[src/hdl/accum_shift_map.svh]
/*
  Register offsets, field positions, decode values and reset values of the
  accumulator shift and rotate datapath.
  Assumes inclusion by bare name, once per compilation unit.
*/
`ifndef ACCUM_SHIFT_MAP_SVH
`define ACCUM_SHIFT_MAP_SVH

// ****************************************
// Register byte offsets
// ****************************************
`define OFS_A_ACCUM 8'h00
`define OFS_B_ACCUM 8'h04
`define OFS_P_REG 8'h08
`define OFS_M_REG 8'h0C
`define OFS_MEM_WORD 8'h10
`define OFS_CTRL 8'h14
`define OFS_STATUS 8'h18

// ****************************************
// Control and status fields
// ****************************************
`define CTRL_LOOP_BIT 0
`define CTRL_INT_BIT 1
`define CTRL_SET_EXT_BIT 2
`define ST_BUSY_BIT 0
`define ST_CARRY_BIT 1
`define ST_EXTEND_BIT 2
`define ST_PHASE_LSB 4
`define ST_PHASE_MSB 6
`define ST_TSTATE_LSB 8
`define ST_TSTATE_MSB 10

// ****************************************
// Instruction fields and decodes
// ****************************************
`define WORD_W 16
`define IR_HI 15
`define IR_LO 10
`define GRP_HI 5
`define GRP_LO 2
`define GRP_ZERO 4'h0
`define GRP_TWO 4'h2
`define IR_BSEL_BIT 1
`define TR_SEL_HI 9
`define TR_SEL_LO 6
`define SEL_ARS 4'h9
`define SEL_RAL 4'hA
`define SEL_RAR 4'hB
`define TR_CLE_BIT 5
`define TR_SKIP_BIT 3

// ****************************************
// Reset and phase values
// ****************************************
`define WORD_RST 16'h0000
`define IR_RST 6'h00
`define PHASE_FETCH 3'h1
`define PHASE_INT 3'h4
`define PC_STEP 16'h0001

`endif

[src/hdl/exec_pkg.sv]
/*
  Types shared by the shift and rotate datapath: time periods and the
  micro-operation strobe bundle.
  Assumes no other package.
*/
package exec_pkg;

  // Time periods, Gray coded along T0..T7
  typedef enum logic [2:0] {
    T0 = 3'h0,
    T1 = 3'h1,
    T2 = 3'h3,
    T3 = 3'h2,
    T4 = 3'h6,
    T5 = 3'h7,
    T6 = 3'h5,
    T7 = 3'h4
  } tstate_t;

  typedef struct packed {
    logic shift_group_active;
    logic opgroup_zero_decode;
    logic a_accum_onto_rbus;
    logic b_accum_onto_rbus;
    logic write_a_accum;
    logic write_b_accum;
    logic shift_right_one;
    logic shift_left_one;
    logic rotate_left_wrap;
    logic left_wrap_bit_path;
    logic rotate_right_wrap;
    logic p_to_address_strobe;
    logic pc_onto_rbus;
    logic add_function_select;
    logic p_load_strobe;
    logic m_load_strobe;
  } uop_t;

endpackage

[src/hdl/accum_shift_rotate_exec.sv]
/*
  Phase-1 fetch and execute datapath for single-bit shifts and rotates of
  the A and B accumulators, with program counter step and next phase.
  Assumes an APB master on pclk; software loads the memory word to start
  one machine cycle of eight time periods.
*/
`timescale 1ns/100ps
`include "accum_shift_map.svh"

module accum_shift_rotate_exec
  import exec_pkg::*;
(
  input wire logic pclk, // 100 MHz clock
  input wire logic presetn, // Asynchronous reset, active low
  input wire logic psel, // APB select
  input wire logic penable, // APB access phase
  input wire logic pwrite, // APB direction, high for write
  input wire logic [7:0] paddr, // APB byte address
  input wire logic [31:0] pwdata, // APB write data
  output logic [31:0] prdata, // APB read data
  output logic pready, // APB ready
  output logic pslverr, // APB error on unmapped or busy write
  output uop_t uop, // Micro-operation strobes
  output tstate_t tstate, // Current time period
  output logic busy // Machine cycle in progress
);

  // ****************************************
  // Declarations
  // ****************************************
  logic busy_q;
  tstate_t t_q;
  logic [15:0] mem_word_q;
  logic [15:0] tr_q;
  logic [5:0] ir_q;
  logic [15:0] a_q;
  logic [15:0] b_q;
  logic [15:0] p_q;
  logic [15:0] m_q;
  logic carry_q;
  logic extend_q;
  logic loop_q;
  logic int_q;
  logic [2:0] phase_q;
  logic [31:0] prdata_q;
  logic wr_en;
  logic setup_rd;
  logic acc_en;
  logic mapped;
  logic grp_hit;
  logic b_sel;
  logic [3:0] sel;
  logic [15:0] acc;
  logic [15:0] rbus;
  logic [15:0] tbus;
  logic rbus_bit0;
  uop_t u;

  // ****************************************
  // APB slave
  // ****************************************
  assign acc_en = psel & penable;
  assign wr_en = acc_en & pwrite & ~busy_q;
  assign setup_rd = psel & ~penable & ~pwrite;
  assign pready = 1'b1;

  always_comb begin
    case (paddr)
      `OFS_A_ACCUM, `OFS_B_ACCUM, `OFS_P_REG, `OFS_M_REG,
      `OFS_MEM_WORD, `OFS_CTRL, `OFS_STATUS: mapped = 1'b1;
      default: mapped = 1'b0;
    endcase
  end

  assign pslverr = acc_en & (~mapped | (pwrite & busy_q));

  always_ff @(posedge pclk or negedge presetn) begin
    if (!presetn) begin
      prdata_q <= 32'h00000000;
    end else if (setup_rd) begin
      prdata_q <= 32'h00000000;
      case (paddr)
        `OFS_A_ACCUM: prdata_q[15:0] <= a_q;
        `OFS_B_ACCUM: prdata_q[15:0] <= b_q;
        `OFS_P_REG: prdata_q[15:0] <= p_q;
        `OFS_M_REG: prdata_q[15:0] <= m_q;
        `OFS_MEM_WORD: prdata_q[15:0] <= mem_word_q;
        `OFS_CTRL: begin
          prdata_q[`CTRL_LOOP_BIT] <= loop_q;
          prdata_q[`CTRL_INT_BIT] <= int_q;
        end
        `OFS_STATUS: begin
          prdata_q[`ST_BUSY_BIT] <= busy_q;
          prdata_q[`ST_CARRY_BIT] <= carry_q;
          prdata_q[`ST_EXTEND_BIT] <= extend_q;
          prdata_q[`ST_PHASE_MSB:`ST_PHASE_LSB] <= phase_q;
          prdata_q[`ST_TSTATE_MSB:`ST_TSTATE_LSB] <= t_q;
        end
        default: prdata_q <= 32'h00000000;
      endcase
    end
  end

  assign prdata = prdata_q;

  always_ff @(posedge pclk or negedge presetn) begin
    if (!presetn) begin
      loop_q <= 1'b0;
      int_q <= 1'b0;
    end else if (wr_en && paddr == `OFS_CTRL) begin
      loop_q <= pwdata[`CTRL_LOOP_BIT];
      int_q <= pwdata[`CTRL_INT_BIT];
    end
  end

  // ****************************************
  // Timing generator
  // ****************************************
  always_ff @(posedge pclk or negedge presetn) begin
    if (!presetn) begin
      busy_q <= 1'b0;
      t_q <= T0;
    end else if (!busy_q) begin
      if (wr_en && paddr == `OFS_MEM_WORD) begin
        busy_q <= 1'b1;
        t_q <= T0;
      end
    end else begin
      case (t_q)
        T0: t_q <= T1;
        T1: t_q <= T2;
        T2: t_q <= T3;
        T3: t_q <= T4;
        T4: t_q <= T5;
        T5: t_q <= T6;
        T6: t_q <= T7;
        T7: begin
          t_q <= T0;
          busy_q <= 1'b0;
        end
        default: t_q <= T0;
      endcase
    end
  end

  assign tstate = t_q;
  assign busy = busy_q;

  always_ff @(posedge pclk or negedge presetn) begin
    if (!presetn) begin
      mem_word_q <= `WORD_RST;
    end else if (wr_en && paddr == `OFS_MEM_WORD) begin
      mem_word_q <= pwdata[15:0];
    end
  end

  // ****************************************
  // Fetch: memory data holding and instruction latch
  // ****************************************
  always_ff @(posedge pclk or negedge presetn) begin
    if (!presetn) begin
      tr_q <= `WORD_RST;
    end else if (busy_q && t_q == T0) begin
      tr_q <= `WORD_RST;
    end else if (busy_q && t_q == T1) begin
      tr_q <= mem_word_q;
    end
  end

  always_ff @(posedge pclk or negedge presetn) begin
    if (!presetn) begin
      ir_q <= `IR_RST;
    end else if (busy_q && t_q == T1) begin
      ir_q <= `IR_RST;
    end else if (busy_q && t_q == T2) begin
      ir_q <= tr_q[`IR_HI:`IR_LO];
    end
  end

  // ****************************************
  // Decode and micro-operations
  // ****************************************
  assign grp_hit = busy_q && (ir_q[`GRP_HI:`GRP_LO] == `GRP_ZERO || ir_q[`GRP_HI:`GRP_LO] == `GRP_TWO);
  assign b_sel = ir_q[`IR_BSEL_BIT];
  assign sel = tr_q[`TR_SEL_HI:`TR_SEL_LO];
  assign acc = b_sel ? b_q : a_q;

  always_comb begin
    u = '0;
    rbus = `WORD_RST;
    case (t_q)
      T3, T5: begin
        if (grp_hit) begin
          u.shift_group_active = 1'b1;
          u.opgroup_zero_decode = 1'b1;
          u.a_accum_onto_rbus = ~b_sel;
          u.b_accum_onto_rbus = b_sel;
          u.write_a_accum = ~b_sel;
          u.write_b_accum = b_sel;
          rbus = acc;
          if (t_q == T3) begin
            case (sel)
              `SEL_ARS: begin
                u.shift_right_one = 1'b1;
              end
              `SEL_RAL: begin
                u.shift_left_one = 1'b1;
                u.rotate_left_wrap = 1'b1;
                u.left_wrap_bit_path = 1'b1;
              end
              `SEL_RAR: begin
                u.shift_right_one = 1'b1;
                u.rotate_right_wrap = 1'b1;
              end
              default: begin
                u.shift_right_one = 1'b0;
              end
            endcase
          end
        end
      end
      T4: begin
        if (grp_hit && tr_q[`TR_SKIP_BIT]) begin
          u.shift_group_active = 1'b1;
          u.a_accum_onto_rbus = ~b_sel;
          u.b_accum_onto_rbus = b_sel;
          rbus = acc;
        end
      end
      T6, T7: begin
        if (busy_q) begin
          u.pc_onto_rbus = 1'b1;
          u.add_function_select = 1'b1;
          u.p_to_address_strobe = ~loop_q;
          u.p_load_strobe = ~loop_q;
          u.m_load_strobe = ~loop_q;
          rbus = p_q;
        end
      end
      default: begin
        rbus = `WORD_RST;
      end
    endcase
  end

  assign uop = u;
  assign rbus_bit0 = rbus[0];

  // ****************************************
  // Shifter and adder onto the T-bus
  // ****************************************
  always_comb begin
    tbus = rbus;
    if (u.add_function_select) begin
      tbus = rbus + `PC_STEP + {15'h0000, carry_q};
    end else if (u.shift_right_one) begin
      tbus = {u.rotate_right_wrap ? rbus[0] : rbus[15], rbus[15:1]};
    end else if (u.shift_left_one) begin
      tbus = {u.left_wrap_bit_path ? rbus[14] : rbus[15], rbus[13:0],
              u.rotate_left_wrap ? rbus[15] : 1'b0};
    end
  end

  // ****************************************
  // Accumulators
  // ****************************************
  always_ff @(posedge pclk or negedge presetn) begin
    if (!presetn) begin
      a_q <= `WORD_RST;
    end else if (u.write_a_accum) begin
      a_q <= tbus;
    end else if (wr_en && paddr == `OFS_A_ACCUM) begin
      a_q <= pwdata[15:0];
    end
  end

  always_ff @(posedge pclk or negedge presetn) begin
    if (!presetn) begin
      b_q <= `WORD_RST;
    end else if (u.write_b_accum) begin
      b_q <= tbus;
    end else if (wr_en && paddr == `OFS_B_ACCUM) begin
      b_q <= pwdata[15:0];
    end
  end

  // ****************************************
  // Program counter and memory address
  // ****************************************
  always_ff @(posedge pclk or negedge presetn) begin
    if (!presetn) begin
      p_q <= `WORD_RST;
    end else if (u.p_load_strobe && t_q == T7) begin
      p_q <= tbus;
    end else if (wr_en && paddr == `OFS_P_REG) begin
      p_q <= pwdata[15:0];
    end
  end

  always_ff @(posedge pclk or negedge presetn) begin
    if (!presetn) begin
      m_q <= `WORD_RST;
    end else if (u.m_load_strobe && t_q == T7) begin
      m_q <= tbus;
    end else if (wr_en && paddr == `OFS_P_REG) begin
      m_q <= pwdata[15:0];
    end
  end

  // ****************************************
  // Carry, extend and next phase
  // ****************************************
  always_ff @(posedge pclk or negedge presetn) begin
    if (!presetn) begin
      carry_q <= 1'b0;
    end else if (busy_q && t_q == T0) begin
      carry_q <= 1'b0;
    end else if (t_q == T4 && u.shift_group_active && !rbus_bit0) begin
      carry_q <= 1'b1;
    end
  end

  always_ff @(posedge pclk or negedge presetn) begin
    if (!presetn) begin
      extend_q <= 1'b0;
    end else if (wr_en && paddr == `OFS_CTRL && pwdata[`CTRL_SET_EXT_BIT]) begin
      extend_q <= 1'b1;
    end else if (grp_hit && t_q == T4 && tr_q[`TR_CLE_BIT]) begin
      extend_q <= 1'b0;
    end
  end

  always_ff @(posedge pclk or negedge presetn) begin
    if (!presetn) begin
      phase_q <= `PHASE_FETCH;
    end else if (busy_q && t_q == T7) begin
      phase_q <= int_q ? `PHASE_INT : `PHASE_FETCH;
    end
  end

endmodule

[config.mk]
export PLATFORM = sky130hd
export DESIGN_NAME = accum_shift_rotate_exec
export DESIGN_NICKNAME = d
export VERILOG_FILES = /design/src/hdl/exec_pkg.sv /design/src/hdl/accum_shift_rotate_exec.sv
export VERILOG_INCLUDE_DIRS = /design/src /design/src/hdl
export SDC_FILE = /design/constraint.sdc
export NUM_CORES = 1
export LEC_CHECK = 0
export BUFFER_PORTS_ARGS = -buffer_cell sky130_fd_sc_hd__clkbuf_2
export CAP_MARGIN = 20
export CORE_UTILIZATION = 35
export DETAILED_ROUTE_END_ITERATION = 8
export PLACE_DENSITY = 0.54
export SLEW_MARGIN = 20
export SYNTH_ARGS = -nofsm -noshare
export SYNTH_HDL_FRONTEND = slang
export SYNTH_SLANG_ARGS = --single-unit
export TNS_END_PERCENT = 1
[constraint.sdc]
create_clock -name pclk -period 4.5 [get_ports pclk]
set_input_delay 0.675 -clock pclk [delete_from_list [all_inputs] [get_ports pclk]]
set_output_delay 0.675 -clock pclk [all_outputs]
set_load 0.02 [all_outputs]
Word level (Yosys, flattened, before mapping)
Index checks and enable logic that the tools add are counted.

Equal/unequal tests: 17. Add/sub/neg operators: 2. Mux-type cells: 54. Bitwise gates (word level): 14. Reductions and logical operators: 36.

Operator list (number): $mux W16 (16); $pmux W16 S3 (1); $pmux W3 S6 (2); $pmux W5 S5 (1); $eq A8 B5 Y1 const B (3); $pmux W3 S8 (1); $logic_and A1 B1 Y1 (18); $reduce_bool A2 Y1 (9); $add A16 B1 Y16 (1); $add A16 B1 Y16 const B (1); $eq A8 B4 Y1 const B (2); $mux W1 (15); $mux W5 (3); $pmux W2 S7 (1); $eq A3 B3 Y1 const B (4); $eq A4 B4 Y1 const B (3); $mux W3 (4); $mux W6 (2); $mux W11 (1); $pmux W1 S5 (2); $eq A8 B3 Y1 const B (1); $logic_not A8 Y1 (1); $and A1 B1 Y1 (7); $mux W7 (1); other kinds (15) (23).

Flip-flop bits (word level): 129. Output and inout port bits: 54. Input bits: 45.

Depth between registers and ports, before layout
Depth in word-level cells: 11. Depth in mapped cells: 18. Mapped depth without buffers: 15.

Worst setup path after synthesis
Ideal clock, no wire load.

Kind: reg-to-reg. Start: register busy_q (netlist: busy). End: register p_q[14]. Stages on the path, launching flop included: 17. Path slack: 1145 ps. Data arrival time: 3226 ps. Cell sequence: dfrtp_1 -> buf_4 -> nor4b_4 -> o2111ai_4 -> buf_6 -> clkbuf_1 -> o21ai_0 -> inv_1 -> ha_1 -> inv_1 -> ha_1 -> inv_1 -> a221oi_1 -> nand4_1 -> nor3_1 -> xnor2_1 -> o21ai_1.

Cells in the longest elaborated chain, start to end: 8.

Ends and longest elaborated chain: start, declared (line accum_shift_rotate_exec.sv:31) `logic busy_q;`; start signal, assigned (line accum_shift_rotate_exec.sv:121) `busy_q <= 1'b0;`; start signal, assigned (line accum_shift_rotate_exec.sv:125) `busy_q <= 1'b1;`; start signal, assigned (line accum_shift_rotate_exec.sv:139) `busy_q <= 1'b0;`; $logic_and A1 B1 Y1 (line accum_shift_rotate_exec.sv:183) `` assign grp_hit = busy_q && (ir_q[`GRP_HI:`GRP_LO] == `GRP_ZERO || ir_q[`GRP_HI:`GRP_LO] == `GRP_TWO); ``; $logic_and A1 B1 Y1 (line accum_shift_rotate_exec.sv:223) `` if (grp_hit && tr_q[`TR_SKIP_BIT]) begin ``; $mux W16 (line accum_shift_rotate_exec.sv:223); $pmux W16 S3 (line accum_shift_rotate_exec.sv:191) `case (t_q)`; $add A16 B1 Y16 (no line) or $mux W16 (tied branches); $add A16 B1 Y16 or $mux W16 (tied branches) (line accum_shift_rotate_exec.sv:255, accum_shift_rotate_exec.sv:256); $mux W16 (line accum_shift_rotate_exec.sv:254) `if (u.add_function_select) begin`; $mux W16 (line accum_shift_rotate_exec.sv:293) `end else if (u.p_load_strobe && t_q == T7) begin`; end signal, assigned (line accum_shift_rotate_exec.sv:292) `` p_q <= `WORD_RST; ``; end signal, assigned (line accum_shift_rotate_exec.sv:294) `p_q <= tbus;`; end signal, assigned (line accum_shift_rotate_exec.sv:296) `p_q <= pwdata[15:0];`; end, declared (line accum_shift_rotate_exec.sv:38) `logic [15:0] p_q;`.

Parallel ways exist; a longest one is shown, timed or not. A chain may end at the register's enable or synchronous reset.

Worst setup path after layout
Start: register t_q[0] (netlist: tstate[0]). End: register p_q[14].

Cells in the longest elaborated chain, start to end: 8.

Ends and longest elaborated chain: start, declared (line accum_shift_rotate_exec.sv:32) `tstate_t t_q;`; start signal, assigned (line accum_shift_rotate_exec.sv:122) `t_q <= T0;`; start signal, assigned (line accum_shift_rotate_exec.sv:126) `t_q <= T0;`; start signal, assigned (line accum_shift_rotate_exec.sv:130) `T0: t_q <= T1;`; branches (longest 8 deep; another with $add A16 B1 Y16).

Several ways; the timed one is not identified.

==> results by group <==
Drt
  – Post-DRT Antenna Nets: 0
  – Drt drc: 0
  – Routed via count: approximately 5500
  – Avg WL per Cell: approximately 22 um
  – Drt total wl: 20350 um
  – Vias per cell: 5.945
  – DRT Pass-1 Iters: 5
  – Starting DRC count in detailed routing: 506

Yosys
  – Post-synth EDFFs: 0
  – Yosys Warn Count: 0
  – Synth Register Bits: about 100
  – Seq/Total Area, Yosys: 43.59%
  – Ranking of synthesized cells by area: dfrtp_1, o21ai_0, a22oi_1
  – Post-synth top flop: dfrtp_1
  – Share of the synthesized area in the top cell type: 43.15%
  – Synth async-reset ratio: 100.0%
  – Yosys top cell by area: dfrtp_1
  – Mean Syn Cell Area: approximately 9.3 um2
  – Number of library cell types mapped by synthesis: 64
  – Netlist Area Pre-Place: 5973 um2
  – Cell count after synthesis: 643

Clocking
  – Clk sinks: between 100 and 150
  – H-tree depth: 3
  – Clk Latency, worst-skew pair: 370 ps
  – Clock Tree Root: clkbuf_16
  – Clock Pin Slew Worst Setup and Hold Paths: 70 ps
  – Clock tree from TritonCTS: built
  – Hold buffer count at CTS: 0
  – Num CTS Buffers: 9
  – Resized Gates After CTS: 0
  – Longest Clk Path Bufs: 2
  – Number of setup buffers added after CTS: 0

Timing
  – Total negative slack: 0 ps
  – Slew headroom: 29.54%
  – Max Fclk: 283.0 MHz
  – Final period utilization: 78.53%
  – Final hold violation count: 0
  – Tmin final: 3534 ps
  – Worst hold margin: 209.6 ps
  – # setup viols final: 0
  – Slew Limit Fails: 0
  – Clock skew: 11.85 ps
  – Worst-margin pin slew: 1056 ps
  – RSZ-0062 raised after global routing: false

Global routing
  – Largest net degree at the start of global routing: 74
  – Vias in the first global route: 5183
  – Initial antenna violation count: 0
  – First-pass GRT wire length: between 30000 and 40000 um
  – Total track usage: 23.39%
  – Gr ovfl total: 0

Layout
  – Fraction of layout cells with a size suffix above 1: 19.66%
  – P&R area growth vs syn: 12.63%
  – Most common cell after layout, fill and taps aside: dfrtp_1
  – Most frequent cells in the layout: dfrtp_1, nand2_1, clkbuf_2
  – Final nets: 739
  – Fillers: 1691
  – ANT cells: 0
  – Finished layout cell area: about 6700 um2

Placement
  – Number of port buffers: 65
  – Gpl congestion: 0.9073
  – Hpwl dp: 13640 um
  – Placed inst area: 6431 um2

Die
  – Core box area: 16640 um2
  – Starting Density: 35.89%
  – Die Ht: 132.6 um
  – IO Pins: 99
  – # rows: 47
  – Die footprint: 17590 um2
  – Die W: 132.6 um

Job
  – MaxCap Viol Count: 0

Run status
  – Status: finished, final reports clean

Setup path
  – Worst Setup End Kind: flip-flop
  – Crit start category: flip-flop
  – Worst path required time: 4720 ps
  – Critical path class: reg2reg
  – Maximum fanout along the worst path: 16
  – CP arrival: around 3800 ps

Power and ir drop
  – PD cells: 292.6 nW/um2
  – Maximum vdd drop: 188.1 uV
  – Lkg Pwr: 0.003017 uW

Min path
  – Hold Crit Class: in2async
logic make-up (layout without fill, tap and decap cells):
logic type               count (synthesis)  count (layout)  synth area share (%)
AO/OA/AOI/OAI                          211             211                 24.93
AND/OR/NAND/NOR                        201             201                 16.11
flip-flops                             104             104                 43.59
buffers and inverters                   74             113                 6.389
multiplexers                            37              37                 6.682
XOR/XNOR                                12              12                 1.760
adder cells (fa/ha/maj)                  2               2                0.4189
other                                    2              17                0.1257
power breakdown:
group          internal, uW  switching, uW  leakage, uW
clock network           379            379     0.000127
registers               971           48.6      0.00123
logic                  64.8            127      0.00166
final cells by class:
class / instances / area [um2] / share of cell area (%)
clock buffers: 12 / 236.5 / 3.515
clock inverters: 4 / 30.03 / 0.4463
inverters: 15 / 57.56 / 0.8555
multi-input cells: 480 / 3049 / 45.32
flip-flops and latches: 104 / 2604 / 38.70
well taps: 220 / 275.3 / 4.092
repair buffers: 82 / 475.5 / 7.067
routing by layer:
metal | wire (um) | share of wire, % | track usage, % | up-vias
met5 | 0 | 0 | 0 | -
met4 | 435 | 2.1 | 6.960 | 0
met3 | 1696 | 8.3 | 5.172 | 34
met2 | 9384 | 46 | 36.52 | 259
met1 | 8837 | 43 | 32.34 | 2728
li1 | - | - | - | 2431
state kept, by name, summed over array words and instances, names as in the netlist, 2 cells and up:
name	count
mem_word_q	16
prdata	16
phase_q	2
tr_q	10
tstate	3
b_q	16
a_q	16
ir_q	4
p_q	16
final timing paths:
check	start	endpoint	slack [ps]	cells past startpoint
setup / recovery	tstate[0]	p_q[14]	970	13
hold / removal	presetn	tr_q[12]	210	1
setup reg to reg	tstate[0]	p_q[14]	970	13
hold reg to reg	tr_q[14]	tr_q[14]	460	2
max in group asynchronous	presetn	phase_q[0]	3530	2
min in group pclk	tr_q[14]	tr_q[14]	460	2
stage by stage:
step / utilization [%] / worst slack, ps / power (uW) / instances
detailed placement: 38.64 / 994.0 / 1228 / 900
global placement: 38.64 / 1100 / 1222 / 900
finish: 40.43 / 966.1 / 1968 / 917
floorplan: - / 1145 / 1147 / 658
global route: 40.43 / 651.6 / 2037 / 917
CTS: 40.25 / 958.8 / 1975 / 916
worst max-delay path: stages, from the launching register on:
cell and delay, ps:
dfrtp_1 650, nand2b_1 240, o2111ai_4 120, o21ai_0 540, inv_1 90, ha_1 240
inv_1 160, ha_1 230, inv_1 50, a221oi_1 200, nand4_1 340, nor3_1 300
xnor2_1 160, o21ai_1 70
synth_stat cells, types with 3 or more instances:
| cell type | count |
|---|---|
| a211oi_1 | 9 |
| and3_1 | 10 |
| nand3_1 | 14 |
| a31oi_1 | 12 |
| nand2_1 | 75 |
| mux2i_1 | 14 |
| a21oi_1 | 22 |
| clkbuf_1 | 27 |
| nor2_1 | 59 |
| o211ai_1 | 3 |
| a221o_1 | 4 |
| buf_2 | 7 |
| o21a_1 | 3 |
| nand2b_1 | 7 |
| a222oi_1 | 18 |
| xor2_1 | 4 |
| dfrtp_1 | 103 |
| o21ai_1 | 6 |
| inv_1 | 13 |
| nor2b_1 | 6 |
| a22o_1 | 17 |
| buf_4 | 23 |
| o21ai_0 | 59 |
| mux2_2 | 23 |
| nor3_1 | 9 |
| a22oi_1 | 39 |
| o21ai_2 | 4 |
| xnor2_1 | 8 |
(Power assumes the default switching activity.)
